**src/latc_pkg.sv**
```systemverilog
package latc_pkg;

  // ---------------------------------------------------------------
  // Sizes and reset values
  // ---------------------------------------------------------------
  // Sample width and buffer address width (1024 samples)
  localparam int unsigned DATA_W = 32;
  localparam int unsigned ADDR_W = 10;
  // Zero address: reset value of the write offset and counters
  localparam logic [ADDR_W-1:0] ADDR_ZERO = 10'h000;

  // ---------------------------------------------------------------
  // Status, Gray coded along idle-pre-wait-post-full
  // ---------------------------------------------------------------
  typedef enum logic [2:0] {
    st_idle = 3'h0,
    st_pre = 3'h1,
    st_wait = 3'h3,
    st_post = 3'h2,
    st_full = 3'h6
  } latc_state_t;

  // Trigger source selection
  typedef enum logic [2:0] {
    basic_only_mode = 3'h0,
    advanced_only_mode = 3'h1,
    basic_or_external_mode = 3'h2,
    advanced_or_external_mode = 3'h3,
    external_only_mode = 3'h4
  } latc_trig_mode_t;

  // Cross-trigger output behaviour
  typedef enum logic [1:0] {
    out_disabled = 2'h0,
    out_trigger_only = 2'h1,
    out_input_only = 2'h2,
    out_follows_either = 2'h3
  } latc_out_mode_t;

  // Sample qualification
  typedef enum logic {
    cap_always = 1'b0,
    cap_qualified = 1'b1
  } latc_cap_mode_t;

  // Global combining of comparator results
  typedef enum logic [1:0] {
    comb_and = 2'h0,
    comb_or = 2'h1,
    comb_nand = 2'h2,
    comb_nor = 2'h3
  } latc_comb_t;

  // ---------------------------------------------------------------
  // Carriers
  // ---------------------------------------------------------------
  // Static configuration from the debug host
  typedef struct packed {
    latc_trig_mode_t trig_mode;
    latc_out_mode_t out_mode;
    latc_cap_mode_t cap_mode;
    latc_comb_t trig_comb;
    latc_comb_t cap_comb;
    logic [ADDR_W-1:0] trig_pos;
    logic [3:0] depth_log2;
    logic [3:0] wins_log2;
  } latc_cfg_t;

  // One stored sample with its buffer address
  typedef struct packed {
    logic [ADDR_W-1:0] addr;
    logic [DATA_W-1:0] data;
  } latc_word_t;

endpackage

```
**src/latc_trigger_capture.sv**
```systemverilog
// Function
// - Optional cross-trigger input and output with acknowledges
// - Cross input ORed with basic or advanced
// - External-only mode fires on input rising edge
// - Output mode: off, trigger, input, either
// - Store samples only in pre, wait, post
// - Unconditional mode stores every capturing cycle with room in the sample buffer
// - Qualified mode stores only when condition true
// - Capture condition has own comparators and combine
// - Combine functions AND, OR, NAND, NOR
// - Buffer split into equal power-of-two windows
// - Separate trigger mark for every window
// - Stop halts, filled windows stay available
// - Position zero re-arms on next cycle
// - Nonzero position pre-fills before accepting trigger
// - Default advanced program triggers at once
// - Arm enters wait or pre by position
module latc_trigger_capture #(
  parameter int unsigned PROBE_N = 8,
  parameter int unsigned MAX_WIN_LOG2 = 4,
  parameter bit EN_CROSS_TRIGGER_INPUT = 1'b1,
  parameter bit EN_CROSS_TRIGGER_OUTPUT = 1'b1
) (
  input wire logic clk_sys,
  input wire logic nrst,
  input wire latc_pkg::latc_cfg_t cfg,
  input wire logic arm_req,
  input wire logic stop_req,
  input wire logic [PROBE_N-1:0] trig_cmp,
  input wire logic [PROBE_N-1:0] trig_part,
  input wire logic [PROBE_N-1:0] cap_cmp,
  input wire logic [PROBE_N-1:0] cap_part,
  input wire logic adv_trig,
  input wire logic adv_prog_loaded,
  input wire logic [latc_pkg::DATA_W-1:0] sample,
  input wire logic cross_trigger_input,
  output logic cross_trigger_input_ack,
  output logic cross_trigger_output,
  input wire logic cross_trigger_output_ack,
  output latc_pkg::latc_word_t wr_word,
  output logic wr_valid,
  input wire logic wr_ready,
  input wire logic [MAX_WIN_LOG2-1:0] mark_sel,
  output logic [latc_pkg::ADDR_W-1:0] mark_addr,
  output latc_pkg::latc_state_t status,
  output logic buffer_full,
  output logic [MAX_WIN_LOG2:0] windows_filled
);

  localparam int unsigned AW = latc_pkg::ADDR_W;
  localparam int unsigned WW = MAX_WIN_LOG2 + 1;

  // ---------------------------------------------------------------
  // Helpers
  // ---------------------------------------------------------------
  // Global combine of participating comparators
  function automatic logic combine(input logic [PROBE_N-1:0] cmp,
                                   input logic [PROBE_N-1:0] part,
                                   input latc_pkg::latc_comb_t sel);
    logic r;
    r = 1'b0;
    case (sel)
      latc_pkg::comb_and: r = &(cmp | ~part);
      latc_pkg::comb_or: r = |(cmp & part);
      latc_pkg::comb_nand: r = |(~cmp & part);
      latc_pkg::comb_nor: r = &(~cmp | ~part);
      default: r = 1'b0;
    endcase
    return r;
  endfunction

  // ---------------------------------------------------------------
  // Synchronisers for host commands and cross-trigger pins
  // ---------------------------------------------------------------
  logic [3:0] sync1; // First stage, read only by sync2
  logic [3:0] sync2; // Stable copies: arm, stop, xin, xack
  logic [3:0] sync_d; // Previous stable value for edges
  logic arm_pulse;
  logic stop_pulse;
  logic ext_lvl;
  logic ext_rise;
  logic oack_rise;

  always_ff @(posedge clk_sys or negedge nrst)
  begin
    if (!nrst)
    begin
      sync1 <= 4'h0;
      sync2 <= 4'h0;
      sync_d <= 4'h0;
    end
    else
    begin
      sync1 <= {cross_trigger_output_ack, cross_trigger_input, stop_req, arm_req};
      sync2 <= sync1;
      sync_d <= sync2;
    end
  end

  // Commands act on their rising edge only
  assign arm_pulse = sync2[0] & ~sync_d[0];
  assign stop_pulse = sync2[1] & ~sync_d[1];
  assign ext_lvl = EN_CROSS_TRIGGER_INPUT & sync2[2];
  assign ext_rise = ext_lvl & ~sync_d[2];
  assign oack_rise = sync2[3] & ~sync_d[3];

  // ---------------------------------------------------------------
  // Trigger and capture conditions
  // ---------------------------------------------------------------
  logic basic_hit;
  logic adv_hit;
  logic trig_hit;
  logic cap_hit;

  always_comb
  begin
    basic_hit = combine(trig_cmp, trig_part, cfg.trig_comb);
    adv_hit = adv_prog_loaded ? adv_trig : 1'b1;
    cap_hit = combine(cap_cmp, cap_part, cfg.cap_comb);
    case (cfg.trig_mode)
      latc_pkg::basic_only_mode: trig_hit = basic_hit;
      latc_pkg::advanced_only_mode: trig_hit = adv_hit;
      latc_pkg::basic_or_external_mode: trig_hit = basic_hit | ext_lvl;
      latc_pkg::advanced_or_external_mode: trig_hit = adv_hit | ext_lvl;
      latc_pkg::external_only_mode: trig_hit = ext_rise;
      default: trig_hit = basic_hit;
    endcase
  end

  // ---------------------------------------------------------------
  // Window geometry
  // ---------------------------------------------------------------
  logic [3:0] wl; // Window count log2, clamped
  logic [3:0] dl; // Window depth log2, clamped
  logic [AW-1:0] mask; // Offset mask inside a window
  logic [AW-1:0] pos; // Trigger position inside a window
  logic [AW:0] post_need; // Stores from trigger sample to end
  logic [WW-1:0] nwin;

  always_comb
  begin
    wl = (cfg.wins_log2 > 4'(MAX_WIN_LOG2)) ? 4'(MAX_WIN_LOG2) : cfg.wins_log2;
    dl = (cfg.depth_log2 > 4'(AW) - wl) ? 4'(AW) - wl : cfg.depth_log2;
    mask = AW'((AW+1)'(1) << dl) - AW'(1);
    pos = cfg.trig_pos & mask;
    post_need = {1'b0, mask} - {1'b0, pos} + (AW+1)'(1);
    nwin = WW'(1) << wl;
  end

  // ---------------------------------------------------------------
  // Capture sequencer
  // ---------------------------------------------------------------
  latc_pkg::latc_state_t state; // Current status
  latc_pkg::latc_state_t next_state;
  logic [AW-1:0] ptr; // Write offset in window
  logic [AW-1:0] next_ptr;
  logic [AW-1:0] cnt; // Pre-trigger samples stored
  logic [AW-1:0] next_cnt;
  logic [AW:0] rem; // Post-trigger stores still owed
  logic [AW:0] next_rem;
  logic [WW-1:0] win; // Windows completely filled
  logic [WW-1:0] next_win;
  logic capturing;
  logic store;
  logic fire;
  logic win_done;
  logic in_ready; // Room in the output buffer
  logic [AW-1:0] ptr_inc;

  assign capturing = (state == latc_pkg::st_pre) || (state == latc_pkg::st_wait) ||
                     (state == latc_pkg::st_post);
  // qualification; a full buffer stalls storing
  assign store = capturing && in_ready &&
                 ((cfg.cap_mode == latc_pkg::cap_always) || cap_hit);
  assign fire = (state == latc_pkg::st_wait) && trig_hit;
  assign ptr_inc = (ptr + AW'(1)) & mask;

  always_comb
  begin
    next_state = state;
    next_ptr = ptr;
    next_cnt = cnt;
    next_rem = rem;
    next_win = win;
    win_done = 1'b0;
    case (state)
      latc_pkg::st_idle, latc_pkg::st_full:
      begin
        if (arm_pulse)
        begin
          next_ptr = latc_pkg::ADDR_ZERO;
          next_cnt = latc_pkg::ADDR_ZERO;
          next_win = '0;
          next_state = (pos == latc_pkg::ADDR_ZERO) ? latc_pkg::st_wait : latc_pkg::st_pre;
        end
      end
      latc_pkg::st_pre:
      begin
        if (store)
        begin
          next_ptr = ptr_inc;
          next_cnt = cnt + AW'(1);
          if (cnt + AW'(1) == pos)
            next_state = latc_pkg::st_wait;
        end
      end
      latc_pkg::st_wait:
      begin
        // Pre-trigger region wraps until the trigger
        if (store)
          next_ptr = ptr_inc;
        if (fire)
        begin
          next_rem = post_need - (AW+1)'(store);
          if (next_rem == '0)
            win_done = 1'b1;
          else
            next_state = latc_pkg::st_post;
        end
      end
      latc_pkg::st_post:
      begin
        if (store)
        begin
          next_ptr = ptr_inc;
          next_rem = rem - (AW+1)'(1);
          if (rem == (AW+1)'(1))
            win_done = 1'b1;
        end
      end
      default: next_state = latc_pkg::st_idle;
    endcase
    if (win_done)
    begin
      next_win = win + WW'(1);
      next_ptr = latc_pkg::ADDR_ZERO;
      next_cnt = latc_pkg::ADDR_ZERO;
      // re-arm next cycle, full after last
      if (win + WW'(1) == nwin)
        next_state = latc_pkg::st_full;
      else
        next_state = (pos == latc_pkg::ADDR_ZERO) ? latc_pkg::st_wait : latc_pkg::st_pre;
    end
    // stop halts; filled count is kept
    if (stop_pulse && capturing)
    begin
      next_state = latc_pkg::st_idle;
      next_win = win;
    end
  end

  always_ff @(posedge clk_sys or negedge nrst)
  begin
    if (!nrst)
    begin
      state <= latc_pkg::st_idle;
      ptr <= latc_pkg::ADDR_ZERO;
      cnt <= latc_pkg::ADDR_ZERO;
      rem <= '0;
      win <= '0;
    end
    else
    begin
      state <= next_state;
      ptr <= next_ptr;
      cnt <= next_cnt;
      rem <= next_rem;
      win <= next_win;
    end
  end

  assign status = state;
  assign buffer_full = (state == latc_pkg::st_full);
  assign windows_filled = win;

  // ---------------------------------------------------------------
  // Trigger marks, one per window
  // ---------------------------------------------------------------
  // Not reset: a mark is meaningful only for a filled window
  logic [AW-1:0] mark_mem [2**MAX_WIN_LOG2];
  logic [AW-1:0] win_base;

  assign win_base = AW'(AW'(win[MAX_WIN_LOG2-1:0]) << dl);

  always_ff @(posedge clk_sys)
  begin
    if (fire)
      mark_mem[win[MAX_WIN_LOG2-1:0]] <= win_base | ptr;
  end

  // Registered read port for upload
  always_ff @(posedge clk_sys or negedge nrst)
  begin
    if (!nrst)
      mark_addr <= latc_pkg::ADDR_ZERO;
    else
      mark_addr <= mark_mem[mark_sel];
  end

  // ---------------------------------------------------------------
  // Two-entry sample buffer
  // ---------------------------------------------------------------
  latc_pkg::latc_word_t buf_mem [2];
  logic buf_wp;
  logic buf_rp;
  logic [1:0] buf_cnt;
  logic pop;

  assign in_ready = (buf_cnt != 2'h2);
  assign wr_valid = (buf_cnt != 2'h0);
  assign wr_word = buf_mem[buf_rp];
  assign pop = wr_valid && wr_ready;

  // Pointers and occupancy; receiver stall fills it
  always_ff @(posedge clk_sys or negedge nrst)
  begin
    if (!nrst)
    begin
      buf_wp <= 1'b0;
      buf_rp <= 1'b0;
      buf_cnt <= 2'h0;
    end
    else
    begin
      buf_wp <= buf_wp ^ store;
      buf_rp <= buf_rp ^ pop;
      buf_cnt <= buf_cnt + 2'(store) - 2'(pop);
    end
  end

  // Storage holds data only, no reset needed
  always_ff @(posedge clk_sys)
  begin
    if (store)
      buf_mem[buf_wp] <= '{addr: win_base | ptr, data: sample};
  end

  // ---------------------------------------------------------------
  // Cross-trigger handshakes
  // ---------------------------------------------------------------
  logic in_ack;
  logic next_in_ack;
  logic xout;
  logic next_xout;
  logic out_ev;

  always_comb
  begin
    next_in_ack = ext_lvl;
    case (cfg.out_mode)
      latc_pkg::out_disabled: out_ev = 1'b0;
      latc_pkg::out_trigger_only: out_ev = fire;
      latc_pkg::out_input_only: out_ev = ext_rise;
      latc_pkg::out_follows_either: out_ev = fire | ext_rise;
      default: out_ev = 1'b0;
    endcase
    // hold until ack; a new event wins
    if (out_ev)
      next_xout = 1'b1;
    else if (oack_rise)
      next_xout = 1'b0;
    else
      next_xout = xout;
  end

  always_ff @(posedge clk_sys or negedge nrst)
  begin
    if (!nrst)
    begin
      in_ack <= 1'b0;
      xout <= 1'b0;
    end
    else
    begin
      in_ack <= next_in_ack;
      xout <= next_xout;
    end
  end

  assign cross_trigger_input_ack = EN_CROSS_TRIGGER_INPUT & in_ack;
  assign cross_trigger_output = EN_CROSS_TRIGGER_OUTPUT & xout;

endmodule // latc_trigger_capture

```
**config.mk**
```make
export PLATFORM = sky130hd
export DESIGN_NAME = latc_trigger_capture
export DESIGN_NICKNAME = d
export VERILOG_FILES = /design/src/latc_pkg.sv /design/src/latc_trigger_capture.sv
export SDC_FILE = /design/constraint.sdc
export NUM_CORES = 1
export LEC_CHECK = 0
export BUFFER_PORTS_ARGS = -buffer_cell sky130_fd_sc_hd__buf_2
export CORE_ASPECT_RATIO = 1.2
export CORE_UTILIZATION = 45
export CTS_CLUSTER_DIAMETER = 30
export DETAILED_ROUTE_END_ITERATION = 12
export GPL_TIMING_DRIVEN = 0
export PLACE_DENSITY_LB_ADDON = 0.08
export SYNTH_ARGS = -nofsm -noshare
export SYNTH_HDL_FRONTEND = slang
export SYNTH_SLANG_ARGS = --single-unit
```
**constraint.sdc**
```tcl
create_clock -name clk_sys -period 8.9 [get_ports clk_sys]
set_input_delay 1.78 -clock clk_sys [delete_from_list [all_inputs] [get_ports clk_sys]]
set_output_delay 1.78 -clock clk_sys [all_outputs]
set_load 0.02 [all_outputs]
```
======== Yosys cells after proc, flatten, opt, wreduce, memory -nomap -nowiden ========
Memory sizes are Yosys's and may differ from the RTL's. A register that Yosys moved wholly into a read port is not among the register bits.
Index checks and enable logic that the tools add are counted.
W data, S select, Z words.
operators by class
  $add $sub $neg .......................... 11
  $lt $le $gt $ge ......................... 2
  equal/unequal tests ..................... 32
  shift operators ......................... 3
  muxes and demuxes ....................... 41
  bitwise operators ....................... 30
  reduce and logical (&&, ||, !) cells .... 37
operators by type and width
  kind                     number
  $mux W10                 5
  $pmux W10 S2             2
  $and A8 B8 Y8            4
  $not A8 Y8               4
  $or A8 B8 Y8             4
  $reduce_and A8 Y1        4
  $reduce_or A8 Y1         4
  $mux W3                  8
  $mux W11                 2
  $pmux W11 S2             1
  $add A10 B1 Y10 const B  2
  $and A10 B10 Y10         2
  $pmux W1 S4              4
  $mux W5                  3
  $eq A2 B2 Y1 const B     6
  $eq A3 B2 Y1 const B     4
  $ne A4 B3 Y1 const B     3
  $pmux W3 S4              1
  $reduce_and A3 Y1        4
  $add A11 B1 Y11 const B  1
  $eq A11 B1 Y1 const B    1
  $logic_not A11 Y1        1
  $mux W1                  11
  $sub A10 B10 Y11         1
  other kinds (42)         74
word-level totals
  register bits ........................... 57
  bits in writable memories ............... 244
  input port bits ......................... 105
  word-level logic and storage cells ...... 171
  memories kept ........................... 2
memory list
  name      depth  bits a word  rd ports  clocked after Yosys merged registers in  wr ports  line                         text
  mark_mem  16     10           1         1                                        1         latc_trigger_capture.sv:280  logic [AW-1:0] mark_mem [2**MAX_WIN_LOG2];
  buf_mem   2      42           1         0                                        1         latc_trigger_capture.sv:303  latc_pkg::latc_word_t buf_mem [2];

======== Longest topological paths before layout ========
  depth in word-level cells ............... 17
  gate-level depth with buffers ........... 30
  depth with buffers taken out ............ 27

======== Least setup slack after synthesis ========
Ideal clock, no wire load.
  kind .................................... input port to flip-flop
  from .................................... input cfg[1] (netlist bit)
  to ...................................... register state[0], in the netlist status[0]
  library setup time ...................... 0.078 ns
  data arrival time ....................... 8.072 ns
  path slack .............................. 0.750 ns
  stages on the path ...................... 26
  path buffers ............................ 2
  cells stage by stage .................... clkbuf_1 -> xnor2_1 -> nor3_1 -> ha_1 -> and2_1 -> a21o_1 -> a31o_1 -> mux2_4 -> clkbuf_1 -> nand4_1 -> ha_1 -> nor2b_1 -> fa_1 -> inv_1 -> ha_1 -> fa_1 -> a21o_1 -> a211o_1 -> a2111oi_0 -> nor3_1 -> xnor2_1 -> a41oi_1 -> nor3b_1 -> and4bb_1 -> a31oi_1 -> o21bai_1
between the ends
  word-level cells in the longest chain between the ends .. 17
  elaborated cells between the ends (all ways) .. 28
  classes of those cells .................. add/sub: 5; order compare: 2; eq/ne: 8; shift: 2; mux: 8; bitwise: 1; reduce/logical: 2
ends and longest elaborated chain
  element                                                        line                         text
  from (decl)                                                    latc_trigger_capture.sv:26   input wire latc_pkg::latc_cfg_t cfg,
  $gt A4 B3 Y1                                                   latc_trigger_capture.sv:142  wl = (cfg.wins_log2 > 4'(MAX_WIN_LOG2)) ? 4'(MAX_WIN_LOG2) : cfg.wins_log2;
  $mux W4 (*)                                                    latc_trigger_capture.sv:142
  $sub A4 B4 Y4                                                  latc_trigger_capture.sv:143  dl = (cfg.depth_log2 > 4'(AW) - wl) ? 4'(AW) - wl : cfg.depth_log2;
  $gt A4 B4 Y1                                                   latc_trigger_capture.sv:143
  $mux W4                                                        latc_trigger_capture.sv:143
  $shl A1 B4 Y10                                                 latc_trigger_capture.sv:144  mask = AW'((AW+1)'(1) << dl) - AW'(1);
  $sub A10 B2 Y10                                                latc_trigger_capture.sv:144
  $and A10 B10 Y10                                               latc_trigger_capture.sv:145  pos = cfg.trig_pos & mask;
  $sub A10 B10 Y11                                               latc_trigger_capture.sv:146  post_need = {1'b0, mask} - {1'b0, pos} + (AW+1)'(1);
  $add A11 B1 Y11                                                latc_trigger_capture.sv:146
  $sub A11 B1 Y11                                                latc_trigger_capture.sv:214  next_rem = post_need - (AW+1)'(store);
  $logic_not A11 Y1                                              latc_trigger_capture.sv:215  if (next_rem == '0)
  $mux W1                                                        latc_trigger_capture.sv:215
  $mux W1                                                        latc_trigger_capture.sv:212  if (fire)
  $pmux W1 S2                                                    latc_trigger_capture.sv:186  case (state)
  $ne A4 B3 Y1 (no source line) (tied with other cells)          n/a
  $reduce_and A6 Y1 (no source line) or $mux W3 (tied branches)  n/a
  to (signal assigned)                                           latc_trigger_capture.sv:256  state <= latc_pkg::st_idle;
  to (signal assigned)                                           latc_trigger_capture.sv:264  state <= next_state;
  to (decl)                                                      latc_trigger_capture.sv:153  latc_pkg::latc_state_t state;
Every way passes the cells marked *; elsewhere a longest branch is shown, timed or not.
A chain may end at the register's enable or synchronous reset.

======== Worst setup path in the final report ========
Same ends and word-level chain as after synthesis.

==> results by group <==
Run status
  • Outcome: complete, no violations

STA
  • Endpoints failing setup: 0
  • Tcrit/Tclk final: 93.56%
  • Fin Setup TNS: 0 ns
  • Final min period: 8.327 ns
  • Slew HR: 21.22%
  • Fin. Hold Viols: 0
  • RSZ-0062 raised after global routing: no
  • Max Slew Vio Count: 0
  • Worst slew pin tran: 1.152 ns
  • Final Skew: 0.02318 ns
  • Max Freq: 120.1 MHz

Global route
  • Initial antenna violation count: 2
  • Global-route usage over all layers: 21.93%
  • Number of global-route vias before repair: 9749
  • Largest net degree at the start of global routing: 57
  • Global-route wire length before repair: 53450 um
  • Grt total ovfl: 0

Critical path
  • Critical path capture point type: flop
  • CP max FO: 10
  • Startpoint Class: primary input
  • Critical path class: primary input to flop
  • Crit path arrival time: 8.82 ns
  • Endpoint required time on the critical path: approximately 9.4 ns

Clock tree
  • CTS tree: yes
  • TritonCTS buffer count: 58
  • Worst skew pair latency: 0.58 ns
  • # hold bufs at CTS: 0
  • CTS root buf: clkbuf_16
  • H-tree Lvls: 2
  • Max clock buf depth: 3
  • Worst-path clk slew: 0.05 ns
  • Clk sinks: 310

Synth
  • Most frequent cell after synthesis: edfxtp_1
  • Synth warn: 0
  • Syn Area/Cell: 14.08 um2
  • Cells after synthesis: 1019
  • Synth Area in Compound Gates: between 8 and 9%
  • Yosys top cell by area: edfxtp_1
  • Ys flop type: edfxtp_1
  • Yosys reg bits: 310
  • Synth Area in Adders: 3.158%
  • Ranking of synthesized cells by area: edfxtp_1 51%, dfrtp_1 12%, mux4_2 7.9%
  • Synthesized area: 14340 um2
  • Post-synthesis cell type count: 76
  • Top-area cell type share of the netlist area: between 50 and 60%
  • Sequential area share after synthesis: 62.60%
  • Post-Synth Simple-Gate Area: roughly a tenth
  • Async SR Flop Fraction: 21.29%
  • Synth top cells by count: 244 x edfxtp_1, 75 x nor2_1, 66 x dfrtp_1
  • Largest family of logic cells by synthesized area: multiplexers
  • Post-synth EDFFs: around 240
  • Mux contribution to synthesized area: 11.80%
  • Area share of xor/xnor cells in the synthesized design: under 10%

Placement
  • Dpl cell area: approximately 16000 um2
  • GPL Wtd Cong: 0.8703
  • Port-buffer cells: 161
  • Post-DP HPWL: 24140 um

Floorplan
  • Die width: 165.0 um
  • # rows: between 70 and 80
  • Die Ht: about 200 um
  • I/O pin count: 169
  • CORE AREA: 31360 um2
  • Die area: around 33000 um2
  • Initial Util: 45.74%

Route
  • Vias: 9436
  • Detailed Route WL: 34520 um
  • Final antenna-violating net count: 0
  • DRC viols: 0
  • WL/cell: 20.28 um
  • DR iter-0 viols: between 500 and 600
  • Via density: 5.544
  • Drt first pass iters: 5

Finish
  • Share of cells above drive strength 1: 29.56%
  • Area Growth Syn to Fin: 24.44%
  • Filler cell count: 2597
  • Nets: approximately 1400
  • Final Cell Area: 17850 um2

Run
  • Max-cap viol count: 0

Worst hold path
  • Hold Crit Class: flop to flop

Power and ir drop
  • VDD IR max: 0.1851 mV
  • Leakage: about 6.8 nW
  • PD cells: 294.7 nW/um2
-- what timing repair did --
| item | in CTS | in global routing |
|---|---|---|
| gates cloned | 0 | 0 |
| buffers inserted | 0 | 1 |
| setup endpoints to repair | 22 | 22 |
| pin swaps | 0 | 1 |
| resized for setup | 2 | 4 |
-- state kept, by name, indices dropped and copies added (netlist names), 4 cells and up --
signal	cells
rem	11
mark_addr	10
sync_d	4
sync2	4
buf_mem	84
cnt	10
mark_mem	160
sync1	4
windows_filled	5
ptr	10
-- path summary, 6_finish.rpt --
check | start | to | slack, ns | cells past startpoint
setup / recovery | cfg[1] | status[0] | 0.57 | 28
hold / removal | sync1[2] | sync2[2] | 0.34 | 0
setup reg to reg | status[1] | ptr[4] | 2.57 | 19
hold reg to reg | sync1[2] | sync2[2] | 0.34 | 0
max in group asynchronous | nrst | rem[0] | 7.28 | 2
min in group asynchronous | nrst | mark_addr[3] | 1.06 | 1
-- where the power goes --
part / leakage (nW) / switching [W] / internal (W)
logic: 2.75 / 0.000730 / 0.000428
clock network: 0.990 / 0.000750 / 0.00151
registers: 3.09 / 0.0000642 / 0.00177
total: 6.84 / 0.00154 / 0.00372
-- through the flow --
step           total power [W]  setup slack [ns]  std cells  hold slack (ns)  utilization (%)
6_report              0.005260            0.5729       1702           0.3446            56.92
5_1_grt               0.005495            0.1005       1702           0.3546            56.92
4_1_cts               0.005311           0.07556       1699           0.3464            56.82
3_5_place_dp          0.003035           -0.9287       1590           0.3362            50.29
3_3_place_gp          0.003012           -0.8837       1587           0.3365            49.98
2_1_floorplan         0.002639            0.7503       1025           0.3312                -
-- worst max-delay path, cell delays in order --
cell and delay (ns):
clkbuf_2 0.16, xnor2_1 0.16, nor3_2 0.31, ha_1 0.34
and2_1 0.21, a21o_1 0.20, a31oi_1 0.30, mux2i_1 0.27
buf_2 0.28, nor2_1 0.12, inv_1 0.12, ha_1 0.38
inv_1 0.20, or3_1 0.40, a21oi_1 0.25, nor2_1 0.13
nor2_1 0.12, ha_1 0.25, ha_1 0.36, a211o_1 0.29
a2111oi_0 0.36, nor3_1 0.13, xnor2_1 0.20, a41oi_2 0.26
nor3b_1 0.66, and4bb_1 0.27, a31oi_1 0.17, o21bai_1 0.13
-- logic make-up (layout without fill, tap and decap cells) --
family | Yosys count | count (layout)
simple gates | 274 | 274
compound gates | 195 | 195
xor+xnor | 30 | 30
flops | 310 | 310
mux | 100 | 100
buf+inv | 74 | 348
fa+ha+maj | 35 | 35
other cells | 1 | 9
-- cells in the final DEF, fill, tap and decap left out, types with 10 or more instances in the layout --
master	instances
nor2b_1	15
inv_6	10
nor3_1	26
clkbuf_16	59
bufinv_16	10
nor2_1	75
dfrtp_1	66
buf_2	161
edfxtp_1	244
mux2_2	42
clkinv_2	10
o31ai_1	12
ha_1	31
o21ai_0	60
nand3_1	21
inv_1	37
a21oi_1	32
nand2b_1	10
mux4_2	50
xnor2_1	22
nand2_1	60
clkbuf_1	36
and3_1	11
-- routing by layer --
metal | GRT usage, % | vias up | wire length, um
met3 | 3.737 | 72 | 1478
met1 | 26.57 | 4690 | 13740
met2 | 38.71 | 242 | 18310
met4 | 8.155 | 0 | 996
li1 | - | 4432 | -
met5 | 0 | - | 0
-- cell type report --
class	count	area [um2]	share of cell area [%]
clock buffer	68	1510	8.461
multi-input combinational	641	5159	28.90
sequential	310	8979	50.30
clock inverter	41	528.0	2.958
tap	401	501.7	2.811
inverter	38	142.6	0.7991
timing repair buffer	165	883.3	4.949
buffer	36	141.4	0.7921
antenna	2	5.005	0.02804
No activity file was read; power rests on OpenSTA's default activity.
